## config.mk

```make
export PLATFORM = sky130hd
export DESIGN_NAME = scp_top
export DESIGN_NICKNAME = d
export VERILOG_FILES = /design/src/include/scp_pkg.sv /design/src/hw/scp_sync.sv /design/src/hw/scp_top.sv
export SDC_FILE = /design/constraint.sdc
export NUM_CORES = 1
export LEC_CHECK = 0
export ABC_CLOCK_PERIOD_IN_PS = 6000
export BUFFER_PORTS_ARGS = -buffer_cell sky130_fd_sc_hd__buf_2
export CAP_MARGIN = 20
export CORE_MARGIN = 4
export CORE_UTILIZATION = 55
export CTS_CLUSTER_DIAMETER = 80
export DETAILED_ROUTE_END_ITERATION = 10
export HOLD_SLACK_MARGIN = 0.02
export PLACE_DENSITY = 0.72
export SLEW_MARGIN = 20
export SYNTH_ARGS = -nofsm -noshare
export SYNTH_HDL_FRONTEND = slang
export SYNTH_SLANG_ARGS = --single-unit
export TNS_END_PERCENT = 20
```

## constraint.sdc

```tcl
create_clock -name clk -period 6 [get_ports clk]
set_clock_uncertainty 0.2 [all_clocks]
set_input_delay 1.2 -clock clk [delete_from_list [all_inputs] [get_ports clk]]
set_output_delay 1.2 -clock clk [all_outputs]
set_load 0.1 [all_outputs]
```

## src/include/scp_pkg.sv

```systemverilog
package scp_pkg;
   // ----------------------------------------------------------------------
   // Register map
   // ----------------------------------------------------------------------
   localparam logic [7:0] ADDR_PORT_CFG = 8'h00; // Port configuration byte.
   localparam logic [7:0] ADDR_CHIP_ID = 8'h01; // Chip identity, read only.
   localparam logic [7:0] ADDR_CHIP_GRADE = 8'h02; // Chip grade, read only.
   localparam logic [7:0] ADDR_DEV_INDEX = 8'h05; // Device index register.
   localparam logic [7:0] ADDR_DEV_UPDATE = 8'hFF; // Transfer register.
   localparam logic [7:0] ADDR_FUNC_LO = 8'h08; // First converter function register.
   localparam logic [7:0] ADDR_FUNC_HI = 8'h22; // Last converter function register.
   localparam int FUNC_COUNT = 27; // Number of function registers.
   // ----------------------------------------------------------------------
   // Reset values and field positions
   // ----------------------------------------------------------------------
   localparam logic [7:0] PORT_CFG_RST = 8'h18; // Port configuration default.
   localparam logic [7:0] PORT_CFG_ONES = 8'h18; // Bits that always read one.
   localparam logic [7:0] DEV_INDEX_RST = 8'h0F; // Device index default.
   localparam logic [7:0] DEV_UPDATE_RST = 8'h00; // Transfer default.
   localparam logic [7:0] FUNC_RST = 8'h00; // Function register default.
   localparam logic [7:0] CHIP_ID_VAL = 8'hA5; // Arbitrary identity value.
   localparam logic [7:0] CHIP_GRADE_VAL = 8'h40; // Arbitrary grade value.
   localparam int BIT_LSB_A = 6; // Bit-order control, upper copy.
   localparam int BIT_LSB_B = 1; // Bit-order lower copy; stored, but bit order follows bit 6 only.
   localparam int BIT_SRST_A = 5; // Soft-reset control, upper copy.
   localparam int BIT_SRST_B = 2; // Soft-reset control, lower copy.
   localparam int INSTR_BITS = 16; // Instruction length.
   localparam int INSTR_RW = 15; // Read flag within the instruction.
   localparam int INSTR_W1 = 14; // Word length bit one.
   localparam int INSTR_W0 = 13; // Word length bit zero.
   // ----------------------------------------------------------------------
   // Serial sequencer states
   // ----------------------------------------------------------------------
   typedef enum logic [1:0] {
      ST_IDLE = 2'b00,
      ST_INSTR = 2'b01,
      ST_DATA = 2'b11
   } scp_state_type;
endpackage

```

## src/hw/scp_sync.sv

```systemverilog
`timescale 1ns/1ps
// Two-stage synchroniser with edge detection on the settled stage.
module scp_sync (
   input wire logic clk,
   input wire logic rst_n,
   input wire logic d,
   input wire logic rst_val,
   output logic q,
   output logic rise,
   output logic fall
);
   logic s1_r; // First stage, read only by the second.
   logic s2_r; // Settled level.
   logic s3_r; // Previous settled level for edges.
   // Async reset loads a constant; the pin's idle level is then taken in.
   always_ff @(posedge clk or negedge rst_n) begin
      if (!rst_n) begin
         s1_r <= 1'b0;
         s2_r <= 1'b0;
         s3_r <= 1'b0;
      end else begin
         s1_r <= d;
         s2_r <= s1_r;
         s3_r <= s2_r;
      end
   end
   assign q = s2_r;
   assign rise = s2_r & ~s3_r & ~rst_val;
   assign fall = ~s2_r & s3_r & ~rst_val;
endmodule

```

## src/hw/scp_top.sv

```systemverilog
`timescale 1ns/1ps
// How it works
// - Chip select and clock are inputs only.
// - Data pin receives on writes, drives reads.
// - Select high at power-up selects strap mode.
// - Incoming bits sampled on rising clock edge.
// - Drive after falling edge, release after rising.
// - Chip configuration at 0x00 to 0x02.
// - Index/transfer at 0x05, 0xFF; functions 0x08-0x22.
// - Reset loads every register's default.
// - Mirrored control bits, but bit order follows bit 6 only; bits 4,3 read one.
// - Sixteen-bit instruction, then word-length counted bytes.
// - Word length 11 streams until select rises.
// - Select rising mid-byte restarts the sequencer.
// - Most significant bit first after power-up.
module scp_top (
   input wire logic clk,
   input wire logic rst_n,
   input wire logic chip_select_n,
   input wire logic serial_clock_pattern_strap,
   input wire logic serial_data_powerdown_strap_i,
   output logic serial_data_powerdown_strap_o,
   output logic serial_data_powerdown_strap_oe,
   output logic strap_mode,
   output logic strap_pattern,
   output logic strap_powerdown,
   output logic [7:0] dev_index,
   output logic update_pulse,
   output logic lsb_first
);
   // ----------------------------------------------------------------------
   // Pin synchronisers
   // ----------------------------------------------------------------------
   logic cs_q; // Settled chip select, inputs only.
   logic cs_rise; // Chip select end of frame.
   logic cs_fall; // Chip select start of frame.
   logic sck_q; // Settled serial clock.
   logic sck_rise; // Rising serial clock edge.
   logic sck_fall; // Falling serial clock edge.
   logic sdi_q; // Settled incoming data.
   logic boot_r; // High until the first settled cycle after reset.
   scp_sync u_cs (.clk(clk), .rst_n(rst_n), .d(chip_select_n), .rst_val(boot_r),
      .q(cs_q), .rise(cs_rise), .fall(cs_fall));
   scp_sync u_sck (.clk(clk), .rst_n(rst_n), .d(serial_clock_pattern_strap), .rst_val(boot_r),
      .q(sck_q), .rise(sck_rise), .fall(sck_fall));
   scp_sync u_sdi (.clk(clk), .rst_n(rst_n), .d(serial_data_powerdown_strap_i), .rst_val(boot_r),
      .q(sdi_q), .rise(), .fall());
   // ----------------------------------------------------------------------
   // Power-up strap capture
   // ----------------------------------------------------------------------
   logic [1:0] boot_cnt_r; // Waits for the synchronisers to fill.
   // The strap is caught by a clocked process once the pins have settled.
   always_ff @(posedge clk or negedge rst_n) begin
      if (!rst_n) begin
         boot_cnt_r <= 2'd0;
         boot_r <= 1'b1;
         strap_mode <= 1'b0;
      end else if (boot_r) begin
         boot_cnt_r <= boot_cnt_r + 2'd1;
         if (boot_cnt_r == 2'd3) begin
            boot_r <= 1'b0;
            strap_mode <= cs_q;
         end
      end
   end
   // Strap outputs follow the shared pins while in strap mode.
   always_ff @(posedge clk or negedge rst_n) begin
      if (!rst_n) begin
         strap_pattern <= 1'b0;
         strap_powerdown <= 1'b0;
      end else begin
         strap_pattern <= strap_mode & sck_q;
         strap_powerdown <= strap_mode & sdi_q;
      end
   end
   // ----------------------------------------------------------------------
   // Register file
   // ----------------------------------------------------------------------
   logic [7:0] port_cfg_r; // Port configuration, mirrored bits.
   logic [7:0] dev_index_r; // Device index.
   logic [7:0] func_r [scp_pkg::FUNC_COUNT]; // Converter function bytes.
   logic wr_en; // A complete write byte is ready.
   logic soft_rst; // Soft reset requested by a write.
   logic [7:0] wr_addr; // Address of the byte written.
   logic [7:0] wr_byte; // Byte written.
   logic [7:0] rd_addr; // Address of the byte to read.
   logic [7:0] rd_byte; // Read mux result.
   assign soft_rst = port_cfg_r[scp_pkg::BIT_SRST_A] | port_cfg_r[scp_pkg::BIT_SRST_B];
   // Function-space decode, shared by the read and write paths.
   function automatic logic in_func(input logic [7:0] a);
      in_func = (a >= scp_pkg::ADDR_FUNC_LO) && (a <= scp_pkg::ADDR_FUNC_HI);
   endfunction
   // Port configuration: soft-reset bits self-clear the cycle after they take effect.
   always_ff @(posedge clk or negedge rst_n) begin
      if (!rst_n) begin
         port_cfg_r <= scp_pkg::PORT_CFG_RST;
      end else if (soft_rst) begin
         port_cfg_r <= scp_pkg::PORT_CFG_RST;
      end else if (wr_en && wr_addr == scp_pkg::ADDR_PORT_CFG) begin
         port_cfg_r <= (wr_byte & 8'h66) | scp_pkg::PORT_CFG_ONES;
      end
   end
   // Index, transfer and function registers.
   always_ff @(posedge clk or negedge rst_n) begin
      if (!rst_n) begin
         dev_index_r <= scp_pkg::DEV_INDEX_RST;
         update_pulse <= 1'b0;
         for (int i = 0; i < scp_pkg::FUNC_COUNT; i++) begin
            func_r[i] <= scp_pkg::FUNC_RST;
         end
      end else if (soft_rst) begin
         dev_index_r <= scp_pkg::DEV_INDEX_RST;
         update_pulse <= 1'b0;
         for (int i = 0; i < scp_pkg::FUNC_COUNT; i++) begin
            func_r[i] <= scp_pkg::FUNC_RST;
         end
      end else begin
         // The transfer bit is a strobe; it never stores.
         update_pulse <= wr_en && wr_addr == scp_pkg::ADDR_DEV_UPDATE && wr_byte[0];
         if (wr_en && wr_addr == scp_pkg::ADDR_DEV_INDEX) begin
            dev_index_r <= wr_byte;
         end
         if (wr_en && in_func(wr_addr)) begin
            func_r[5'(wr_addr - scp_pkg::ADDR_FUNC_LO)] <= wr_byte;
         end
      end
   end
   // Read mux; unmapped addresses read zero.
   always_comb begin
      rd_byte = 8'h00;
      case (rd_addr)
         scp_pkg::ADDR_PORT_CFG: rd_byte = port_cfg_r;
         scp_pkg::ADDR_CHIP_ID: rd_byte = scp_pkg::CHIP_ID_VAL;
         scp_pkg::ADDR_CHIP_GRADE: rd_byte = scp_pkg::CHIP_GRADE_VAL;
         scp_pkg::ADDR_DEV_INDEX: rd_byte = dev_index_r;
         scp_pkg::ADDR_DEV_UPDATE: rd_byte = scp_pkg::DEV_UPDATE_RST;
         default: begin
            if (in_func(rd_addr)) begin
               rd_byte = func_r[5'(rd_addr - scp_pkg::ADDR_FUNC_LO)];
            end
         end
      endcase
   end
   always_ff @(posedge clk or negedge rst_n) begin
      if (!rst_n) begin
         dev_index <= scp_pkg::DEV_INDEX_RST;
         lsb_first <= 1'b0;
      end else begin
         dev_index <= dev_index_r;
         lsb_first <= port_cfg_r[scp_pkg::BIT_LSB_A];
      end
   end
   // ----------------------------------------------------------------------
   // Serial sequencer
   // ----------------------------------------------------------------------
   scp_pkg::scp_state_type state_r; // Frame phase.
   logic [15:0] sh_r; // Instruction or data shift register.
   logic [3:0] bit_cnt_r; // Bits received in the current unit.
   logic rd_r; // Frame is a readback.
   logic [1:0] len_r; // Word length field.
   logic [1:0] byte_cnt_r; // Bytes done in a counted frame.
   logic [7:0] addr_r; // Current register address.
   logic [7:0] tx_r; // Byte being shifted out.
   logic lsb_mode; // Shift order in effect.
   logic [15:0] instr_word; // Instruction as assembled.
   logic [7:0] data_word; // Data byte as assembled.
   logic active; // Port is in a frame.
   assign lsb_mode = port_cfg_r[scp_pkg::BIT_LSB_A];
   assign active = ~strap_mode & ~boot_r & ~cs_q;
   assign rd_addr = addr_r;
   // Least-first frames arrive reversed; flip the whole word.
   function automatic logic [15:0] order16(input logic [15:0] v, input logic lsb);
      logic [15:0] r; // Bit-reversed copy; a stream may only feed an assignment.
      r = {<<{v}};
      order16 = lsb ? r : v;
   endfunction
   assign instr_word = order16({sh_r[14:0], sdi_q}, lsb_mode);
   // The low byte of the assembled word lands in the upper half once it is reversed.
   assign data_word = lsb_mode ? instr_word[15:8] : instr_word[7:0];
   assign wr_byte = data_word;
   assign wr_addr = addr_r;
   assign wr_en = active && state_r == scp_pkg::ST_DATA && !rd_r && sck_rise && bit_cnt_r == 4'd7;
   // Bits shift on rising serial clock edges only; idle moves to the instruction phase without one.
   always_ff @(posedge clk or negedge rst_n) begin
      if (!rst_n) begin
         state_r <= scp_pkg::ST_IDLE;
         sh_r <= 16'h0000;
         bit_cnt_r <= 4'd0;
         rd_r <= 1'b0;
         len_r <= 2'd0;
         byte_cnt_r <= 2'd0;
         addr_r <= 8'h00;
      end else if (!active || cs_rise) begin
         state_r <= scp_pkg::ST_IDLE;
         bit_cnt_r <= 4'd0;
      end else begin
         case (state_r)
            scp_pkg::ST_IDLE: begin
               state_r <= scp_pkg::ST_INSTR;
               bit_cnt_r <= 4'd0;
            end
            scp_pkg::ST_INSTR: begin
               if (sck_rise) begin
                  sh_r <= {sh_r[14:0], sdi_q};
                  bit_cnt_r <= bit_cnt_r + 4'd1;
                  if (bit_cnt_r == 4'(scp_pkg::INSTR_BITS - 1)) begin
                     state_r <= scp_pkg::ST_DATA;
                     bit_cnt_r <= 4'd0;
                     byte_cnt_r <= 2'd0;
                     rd_r <= instr_word[scp_pkg::INSTR_RW];
                     len_r <= {instr_word[scp_pkg::INSTR_W1], instr_word[scp_pkg::INSTR_W0]};
                     addr_r <= instr_word[7:0];
                  end
               end
            end
            scp_pkg::ST_DATA: begin
               if (sck_rise) begin
                  sh_r <= {sh_r[14:0], sdi_q};
                  bit_cnt_r <= bit_cnt_r + 4'd1;
                  if (bit_cnt_r == 4'd7) begin
                     bit_cnt_r <= 4'd0;
                     addr_r <= lsb_mode ? addr_r + 8'd1 : addr_r - 8'd1;
                     byte_cnt_r <= byte_cnt_r + 2'd1;
                     if (len_r != 2'b11 && byte_cnt_r == len_r) begin
                        state_r <= scp_pkg::ST_INSTR;
                     end
                     // Length 11 never ends here; only select rising does.
                  end
               end
            end
            default: state_r <= scp_pkg::ST_IDLE;
         endcase
      end
   end
   // ----------------------------------------------------------------------
   // Readback driver
   // ----------------------------------------------------------------------
   logic rd_phase; // Frame is in a readback byte.
   assign rd_phase = active && state_r == scp_pkg::ST_DATA && rd_r;
   // Enable rises on a falling edge and drops on a rising edge that ends the read.
   always_ff @(posedge clk or negedge rst_n) begin
      if (!rst_n) begin
         serial_data_powerdown_strap_oe <= 1'b0;
         serial_data_powerdown_strap_o <= 1'b0;
         tx_r <= 8'h00;
      end else if (!rd_phase || cs_rise) begin
         serial_data_powerdown_strap_oe <= 1'b0;
      end else if (sck_fall) begin
         serial_data_powerdown_strap_oe <= 1'b1;
         if (bit_cnt_r == 4'd0) begin
            tx_r <= lsb_mode ? {rd_byte[0], rd_byte[7:1]} : {rd_byte[6:0], 1'b0};
            serial_data_powerdown_strap_o <= lsb_mode ? rd_byte[0] : rd_byte[7];
         end else begin
            tx_r <= lsb_mode ? {1'b0, tx_r[7:1]} : {tx_r[6:0], 1'b0};
            serial_data_powerdown_strap_o <= lsb_mode ? tx_r[0] : tx_r[7];
         end
      end else if (sck_rise && bit_cnt_r == 4'd7 && len_r != 2'b11 && byte_cnt_r == len_r) begin
         serial_data_powerdown_strap_oe <= 1'b0;
      end
   end
   // ----------------------------------------------------------------------
   // Checks
   // ----------------------------------------------------------------------
   property p_oe_only_read;
      @(posedge clk) disable iff (!rst_n) serial_data_powerdown_strap_oe |-> $past(rd_r);
   endproperty
   a_oe_only_read: assert property (p_oe_only_read) else $error("Data pin driven outside a read.");
   property p_oe_on_fall;
      @(posedge clk) disable iff (!rst_n) $rose(serial_data_powerdown_strap_oe) |-> $past(sck_fall);
   endproperty
   a_oe_on_fall: assert property (p_oe_on_fall) else $error("Drive began off a falling edge.");
   property p_ones;
      @(posedge clk) disable iff (!rst_n) port_cfg_r[4:3] == 2'b11;
   endproperty
   a_ones: assert property (p_ones) else $error("Port bits 4 and 3 not one.");
   property p_srst_clear;
      @(posedge clk) disable iff (!rst_n) soft_rst |=> !soft_rst && dev_index_r == scp_pkg::DEV_INDEX_RST;
   endproperty
   a_srst_clear: assert property (p_srst_clear) else $error("Soft reset did not self-clear.");
   property p_cs_abort;
      @(posedge clk) disable iff (!rst_n) cs_rise |=> state_r == scp_pkg::ST_IDLE;
   endproperty
   a_cs_abort: assert property (p_cs_abort) else $error("Select rise did not restart.");
   property p_strap_quiet;
      @(posedge clk) disable iff (!rst_n) strap_mode |-> !wr_en && !serial_data_powerdown_strap_oe;
   endproperty
   a_strap_quiet: assert property (p_strap_quiet) else $error("Serial activity in strap mode.");
   property p_wr_rise;
      @(posedge clk) disable iff (!rst_n) wr_en |-> sck_rise;
   endproperty
   a_wr_rise: assert property (p_wr_rise) else $error("Write off a rising edge.");
   property p_stream;
      @(posedge clk) disable iff (!rst_n)
         (state_r == scp_pkg::ST_DATA && len_r == 2'b11 && active && !cs_rise) |=> state_r == scp_pkg::ST_DATA;
   endproperty
   a_stream: assert property (p_stream) else $error("Streaming frame ended early.");
endmodule

```

==> results of run 1 <==
==> area by class of cell <==
type / count / area [µm²]
Clock buffer: 44 / 885
Clock inverter: 14 / 158
Fill cell: 2077 / 9740
Timing Repair Buffer: 37 / 273
Sequential cell: 295 / 7400
Inverter: 13 / 48.8
Tap cell: 330 / 413
Multi-Input combinational cell: 972 / 6480
==> layout by cell type (no fill, tap or decap), types with 4 or more instances in the layout <==
cell type / n
dfrtp_1: 283
nor2_1: 210
a211oi_1: 169
nand2_1: 154
o21ai_0: 58
mux2_2: 38
mux4_2: 36
a21oi_1: 34
clkbuf_16: 31
mux2i_1: 29
nand3_1: 22
o21ai_1: 18
buf_2: 18
nor3_1: 16
nor2_2: 16
buf_4: 16
ha_1: 13
inv_1: 12
a221oi_1: 12
nor2b_1: 11
a31oi_1: 11
a22oi_1: 10
nand2b_1: 10
and2_1: 9
dfstp_2: 9
o211ai_1: 8
nand4_1: 7
clkinv_2: 7
clkbuf_1: 7
clkbuf_8: 6
mux2i_4: 5
or4_1: 4
o31ai_1: 4
o22ai_1: 4
==> stage by stage <==
stage / hold WS (ps) / worst slack, ps / instances / util [%] / cell area (µm²)
finish: 147 / 1990 / 1705 / 61.6 / 15700
global route: 161 / 1650 / 1705 / 61.6 / 15700
CTS: 153 / 1940 / 1704 / 61.6 / 15600
detailed placement: 138 / 1980 / 1646 / 57.5 / 14600
global placement: 134 / 2150 / 1645 / 57.3 / 14600
floorplan: 131 / 2480 / 1395 / - / 14300
==> cells by family (layout without fill, tap and decap cells) <==
kind of cell	count (synthesis)	count (layout)	synth area share (%)
adder cells (fa/ha/maj)	13	13	1.14
buffers and inverters	128	108	3.77
AO/OA/AOI/OAI	360	360	17.2
AND/OR/NAND/NOR	488	488	15.0
multiplexers	108	108	11.0
XOR/XNOR	3	3	0.184
flip-flops	295	295	51.6
==> critical path: stages (launching register included) <==
cell      delay [ps]
dfrtp_1          380
clkinv_1         330
ha_1             240
or4bb_1          520
a311oi_2         620
nand4_2          370
nor2_1           890
nor2_1            90
a211oi_1         270
==> worst min path at each step <==
stage,depth (start not counted),end,slack [ps],from
6_report,0,u_sdi.q,150,u_sdi.s1_r
5_1_grt,0,u_sdi.q,160,u_sdi.s1_r
4_1_cts,0,u_sdi.q,150,u_sdi.s1_r
3_5_place_dp,0,u_sdi.q,140,u_sdi.s1_r
3_3_place_gp,0,u_cs.q,130,u_cs.s1_r
2_1_floorplan,0,u_cs.q,130,u_cs.s1_r
==> routing by layer <==
layer / vias up / track usage, % / share of wire [%] / wire (µm)
li1: 4976 / - / - / -
met1: 5299 / 38.4 / 44 / 16400
met2: 386 / 39.2 / 45 / 16600
met3: 92 / 4.87 / 7.2 / 2690
met4: 0 / 9.17 / 3.6 / 1340
met5: - / 0 / 0 / 0
==> power by group <==
| part | leakage (nW) | switching, mW | internal [mW] |
|---|---|---|---|
| clock network | 0.513 | 0.793 | 1.15 |
| registers | 4.06 | 0.0252 | 2.01 |
| logic | 1.79 | 0.225 | 0.0741 |
==> registers in the layout, summed over array words and instances, names as in the netlist, 2 cells and up <==
name	count
sh_r	15
len_r	2
func_r	216
dev_index_r	8
addr_r	8
port_cfg_r	4
tx_r	8
boot_cnt_r	2
bit_cnt_r	4
byte_cnt_r	2
state_r	2
dev_index	8
==> flow_summary.toml, run 1 <==
[timing]
post-route-period-util_pct = 66.9
rsz0062_at_grt = "false"
worst_pin_slew_ps = 1090
final.setup.tns_ps = 0
relSlewSlack_pct = 25.8
max_freq_ghz = 0.249
hold_viol = 0
setup_violations = 0
fin_crit_ps = 4010
drv_slew = 0

[floorplanning]
die_x_um = 169
die_area_mm2 = 0.0287
rows = 58
ios = 20
die_h_um = 169
start_util_pct = 56.4
core_area_mm2 = 0.0254

[power_and_ir_drop]
peakVddDrop_uv = 252
power_mw = 4.28
p_leak_nw = 6.36
power_density_mw_per_mm2 = 273

[route]
via_per_inst = 6.31
vias = 10800
antenna_left = 0
drc_errors = 0
dr.pass1.iters = 6
wirelength_um = 37000
routed_wire_length_per_instance_um = 21.7
drt_iter0_drc = 1089

[synth]
ys_ff_latch = 295
netlist_instances = 1395
async_flop_share_pct = 100
yosys.area.top_type_share_pct = 50.0
yosys.area.top_type = "dfrtp_1"
yosysUniqueCellTypes = 67
ys.flop_type = "dfrtp_1"
synth-edff-count = 0
yosysWarnings = 0
synth_commonest_cells = "dfrtp_1, nor2_1, a211oi_1, nand2_1, clkbuf_1"
postSynthAreaPerCell_um2 = 10.3
synth_seq_area_share_pct = 51.6
synth_nets = 1413
yosys-top-cells-area = "dfrtp_1, a211oi_1, mux4_2"
yosysMostFrequentCell = "dfrtp_1"
synth_area_mm2 = 0.0143

[final_layout]
syn2layout_area_growth_pct = 9.36
fin_nets = 1368
antennaDiodeCount = 0
drive_gt1_share_pct = 15.3

[setup_path]
rr_endpoint = "func_r[32]"
reg2reg_depth = 8
timing.critical_path.to = "func_r[32]"
crit_required_ps = 6260
r2r_start = "addr_r[3]"
critPathKind = "flop to flop"
cp-end-kind = "flop"
critPathLaunchType = "flop"
crit_path_max_fanout = 18
cp.arrival_ps = 4270
worstSetupStartpoint = "addr_r[3]"
ff2ff_setup_slack_ps = 1990

[clocking]
path_clk_slew_ps = 60
cts-root-buf = "clkbuf_16"
clock_sinks = 295
cts_max_path_buffers = 3
ctsResizeCount = 0
cts_setup_buffers = 0
cts_tree = "built"
ctsHoldBuffers = 0
clk_latency_ps = 570
cts_made_buffers = 31
cts_max_level = 1

[run_status]
status = "complete, no violations"

[flow_run]
max_cap_viol_count = 0

[min_path]
hp-class = "flop to flop"

[placed_design]
routabilityCongestion = 0.963
hpwl_um = 23700
io_buffers = 19

[global_route]
grt_max_degree = 113
grt_usage_pct = 26.1
grt.overflow.total = 0
antenna_found_initial = 0
grt_pass1_wl_um = 59900
grt_pass1_vias = 10600
(Power assumes the default switching activity.)
==> run 2: changes to the inputs <==
- ABC_CLOCK_PERIOD_IN_PS: 6000 -> 3780
- clock period: 6 -> 3.78 ns (I/O delays scaled with it)
==> run 2 against run 1 <==
Wire length is 3.5% higher. Design area is 1.6% higher. Sequential power is 59% higher.
==> flow_summary.toml, run 2 (synthesized netlist as in run 1, its figures left out) <==
[run_status]
status = "complete, no violations"

[global_route]
grt_util_met1_pct = 39.6
antenna_found_initial = 0
grt.busiest_layer = "met2"
grt_util_met3_pct = 5.52
grt_max_degree = 168
grt_pass1_wl_um = 61800
grt.overflow.total = 0
met2_usage_pct = 40.6
grt_usage_pct = 26.9
grt_pass1_vias = 10800

[floorplanning]
rows = 58
die_area_mm2 = 0.0287
core_area_mm2 = 0.0254
die_x_um = 169
die_h_um = 169
ios = 20
start_util_pct = 56.4

[timing]
finalHoldWorstSlack_ps = 40.4
final.setup.tns_ps = 0
post-route-period-util_pct = 86.0
hold_viol = 0
max_freq_ghz = 0.307
relSlewSlack_pct = 37.1
drv_slew = 0
worst_pin_slew_ps = 924
fin_crit_ps = 3250
setup_violations = 0
timing.final.ws_setup_ps = 528
rsz0062_at_grt = "false"

[clocking]
clk_latency_ps = 560
path_clk_slew_ps = 60
clock_sinks = 295
ctsHoldBuffers = 0
ctsResizeCount = 0
cts_setup_buffers = 0
cts_made_buffers = 31
cts_tree = "built"
cts_max_level = 1
cts_max_path_buffers = 3
cts-root-buf = "clkbuf_16"

[power_and_ir_drop]
intPower_mw = 5.02
pwr-share-clk_pct = 44.2
power_density_mw_per_mm2 = 418
power_mw = 6.65
combPwrFrac_pct = 7.3
swShare_pct = 24.5
peakVddDrop_uv = 516
switchingPower_mw = 1.63
seq_power_share_pct = 48.5
p_leak_nw = 6.54

[route]
routed_wire_length_per_instance_um = 22.0
antenna_left = 0
dr.pass1.iters = 5
via_per_inst = 6.34
wirelength_um = 38300
drc_errors = 0
vias = 11000
drt_iter0_drc = 1281

[min_path]
hp-class = "input pin to asynchronous set/reset pin"

[final_layout]
largest_reg_flops = 216
regArea_mm2 = 0.00740
syn2layout_area_growth_pct = 11.1
reg_top3 = "func_r x216, sh_r x15"
final_area_mm2 = 0.0159
top_register = "func_r"
most-common-layout-cells = "dfrtp_1, nor2_1, a211oi_1"
drive_gt1_share_pct = 16.9
final_common_cell = "dfrtp_1"
multi_input_area_mm2 = 0.00647
antennaDiodeCount = 0
fillCellCount = 2045
fin_nets = 1410

[setup_path]
cp.arrival_ps = 3500
crit_chain = "inv_1, ha_1, or4bb_1, a311oi_2, buf_4, nand4_2, nor2_1, buf_4, nor2_1, a211oi_1"
cp-end-kind = "flop"
critPathKind = "flop to flop"
max_stage_delay_ps = 530
crit_family = "simple AND/OR/NAND/NOR gates"
crit_path_max_fanout = 12
critPathLaunchType = "flop"
crit_required_ps = 4030
slowest_stage = "or4bb_1"
path_buf_inv = 3

[placed_design]
io_buffers = 19
hpwl_um = 24300
post-place-ws_ps = 603
place_area_mm2 = 0.0149
routabilityCongestion = 0.950

[flow_run]
max_cap_viol_count = 0
-- run 2: area by class of cell --
type	count	share of cell area, %
well taps	330	2.60
flip-flops and latches	295	46.5
clock inverters	6	0.519
inverters	13	0.307
clock buffers	46	5.55
multi-input cells	972	40.7
repair buffers	79	3.81
-- run 2: final timing paths --
kind                                            startpoint          end  slack (ps)  cells past startpoint
worst max register to register                   addr_r[4]  func_r[112]         530                     10
worst min register to register                  u_sdi.s1_r      u_sdi.q         150                      0
worst max-delay path                             addr_r[4]  func_r[112]         530                     10
worst min-delay path                                 rst_n   func_r[21]          40                      1
max in group asynchronous                            rst_n   func_r[37]        2360                      2
min in group clk                serial_clock_pattern_strap   u_sck.s1_r         100                      1
-- run 2: routing by layer --
| metal | vias up | wire (µm) |
|---|---|---|
| li1 | 5037 | - |
| met1 | 5432 | 16600 |
| met2 | 467 | 17200 |
| met3 | 108 | 3150 |
| met4 | 0 | 1390 |
| met5 | - | 0 |
-- run 2: power by group through the flow --
stage / Clock [mW] / Sequential [mW] / Combinational [mW]
2_1_floorplan: 0 / 3.26 / 0.227
3_3_place_gp: 0 / 3.28 / 0.475
3_5_place_dp: 0 / 3.28 / 0.477
4_1_cts: 2.98 / 3.22 / 0.480
5_1_grt: 3.11 / 3.23 / 0.510
6_report: 2.94 / 3.22 / 0.484
-- run 2: metrics by stage --
stage	instances	util (%)
floorplan	1395	-
global placement	1689	58.8
detailed placement	1689	58.8
CTS	1741	62.6
global route	1741	62.6
finish	1741	62.6
-- run 2: worst register-to-register path, cell delays in order (launching register included) --
cell and delay (ps):
dfrtp_1 480, inv_1 170, ha_1 180, or4bb_1 530, a311oi_2 280, buf_4 200
nand4_2 200, nor2_1 370, buf_4 260, nor2_1 60, a211oi_1 210
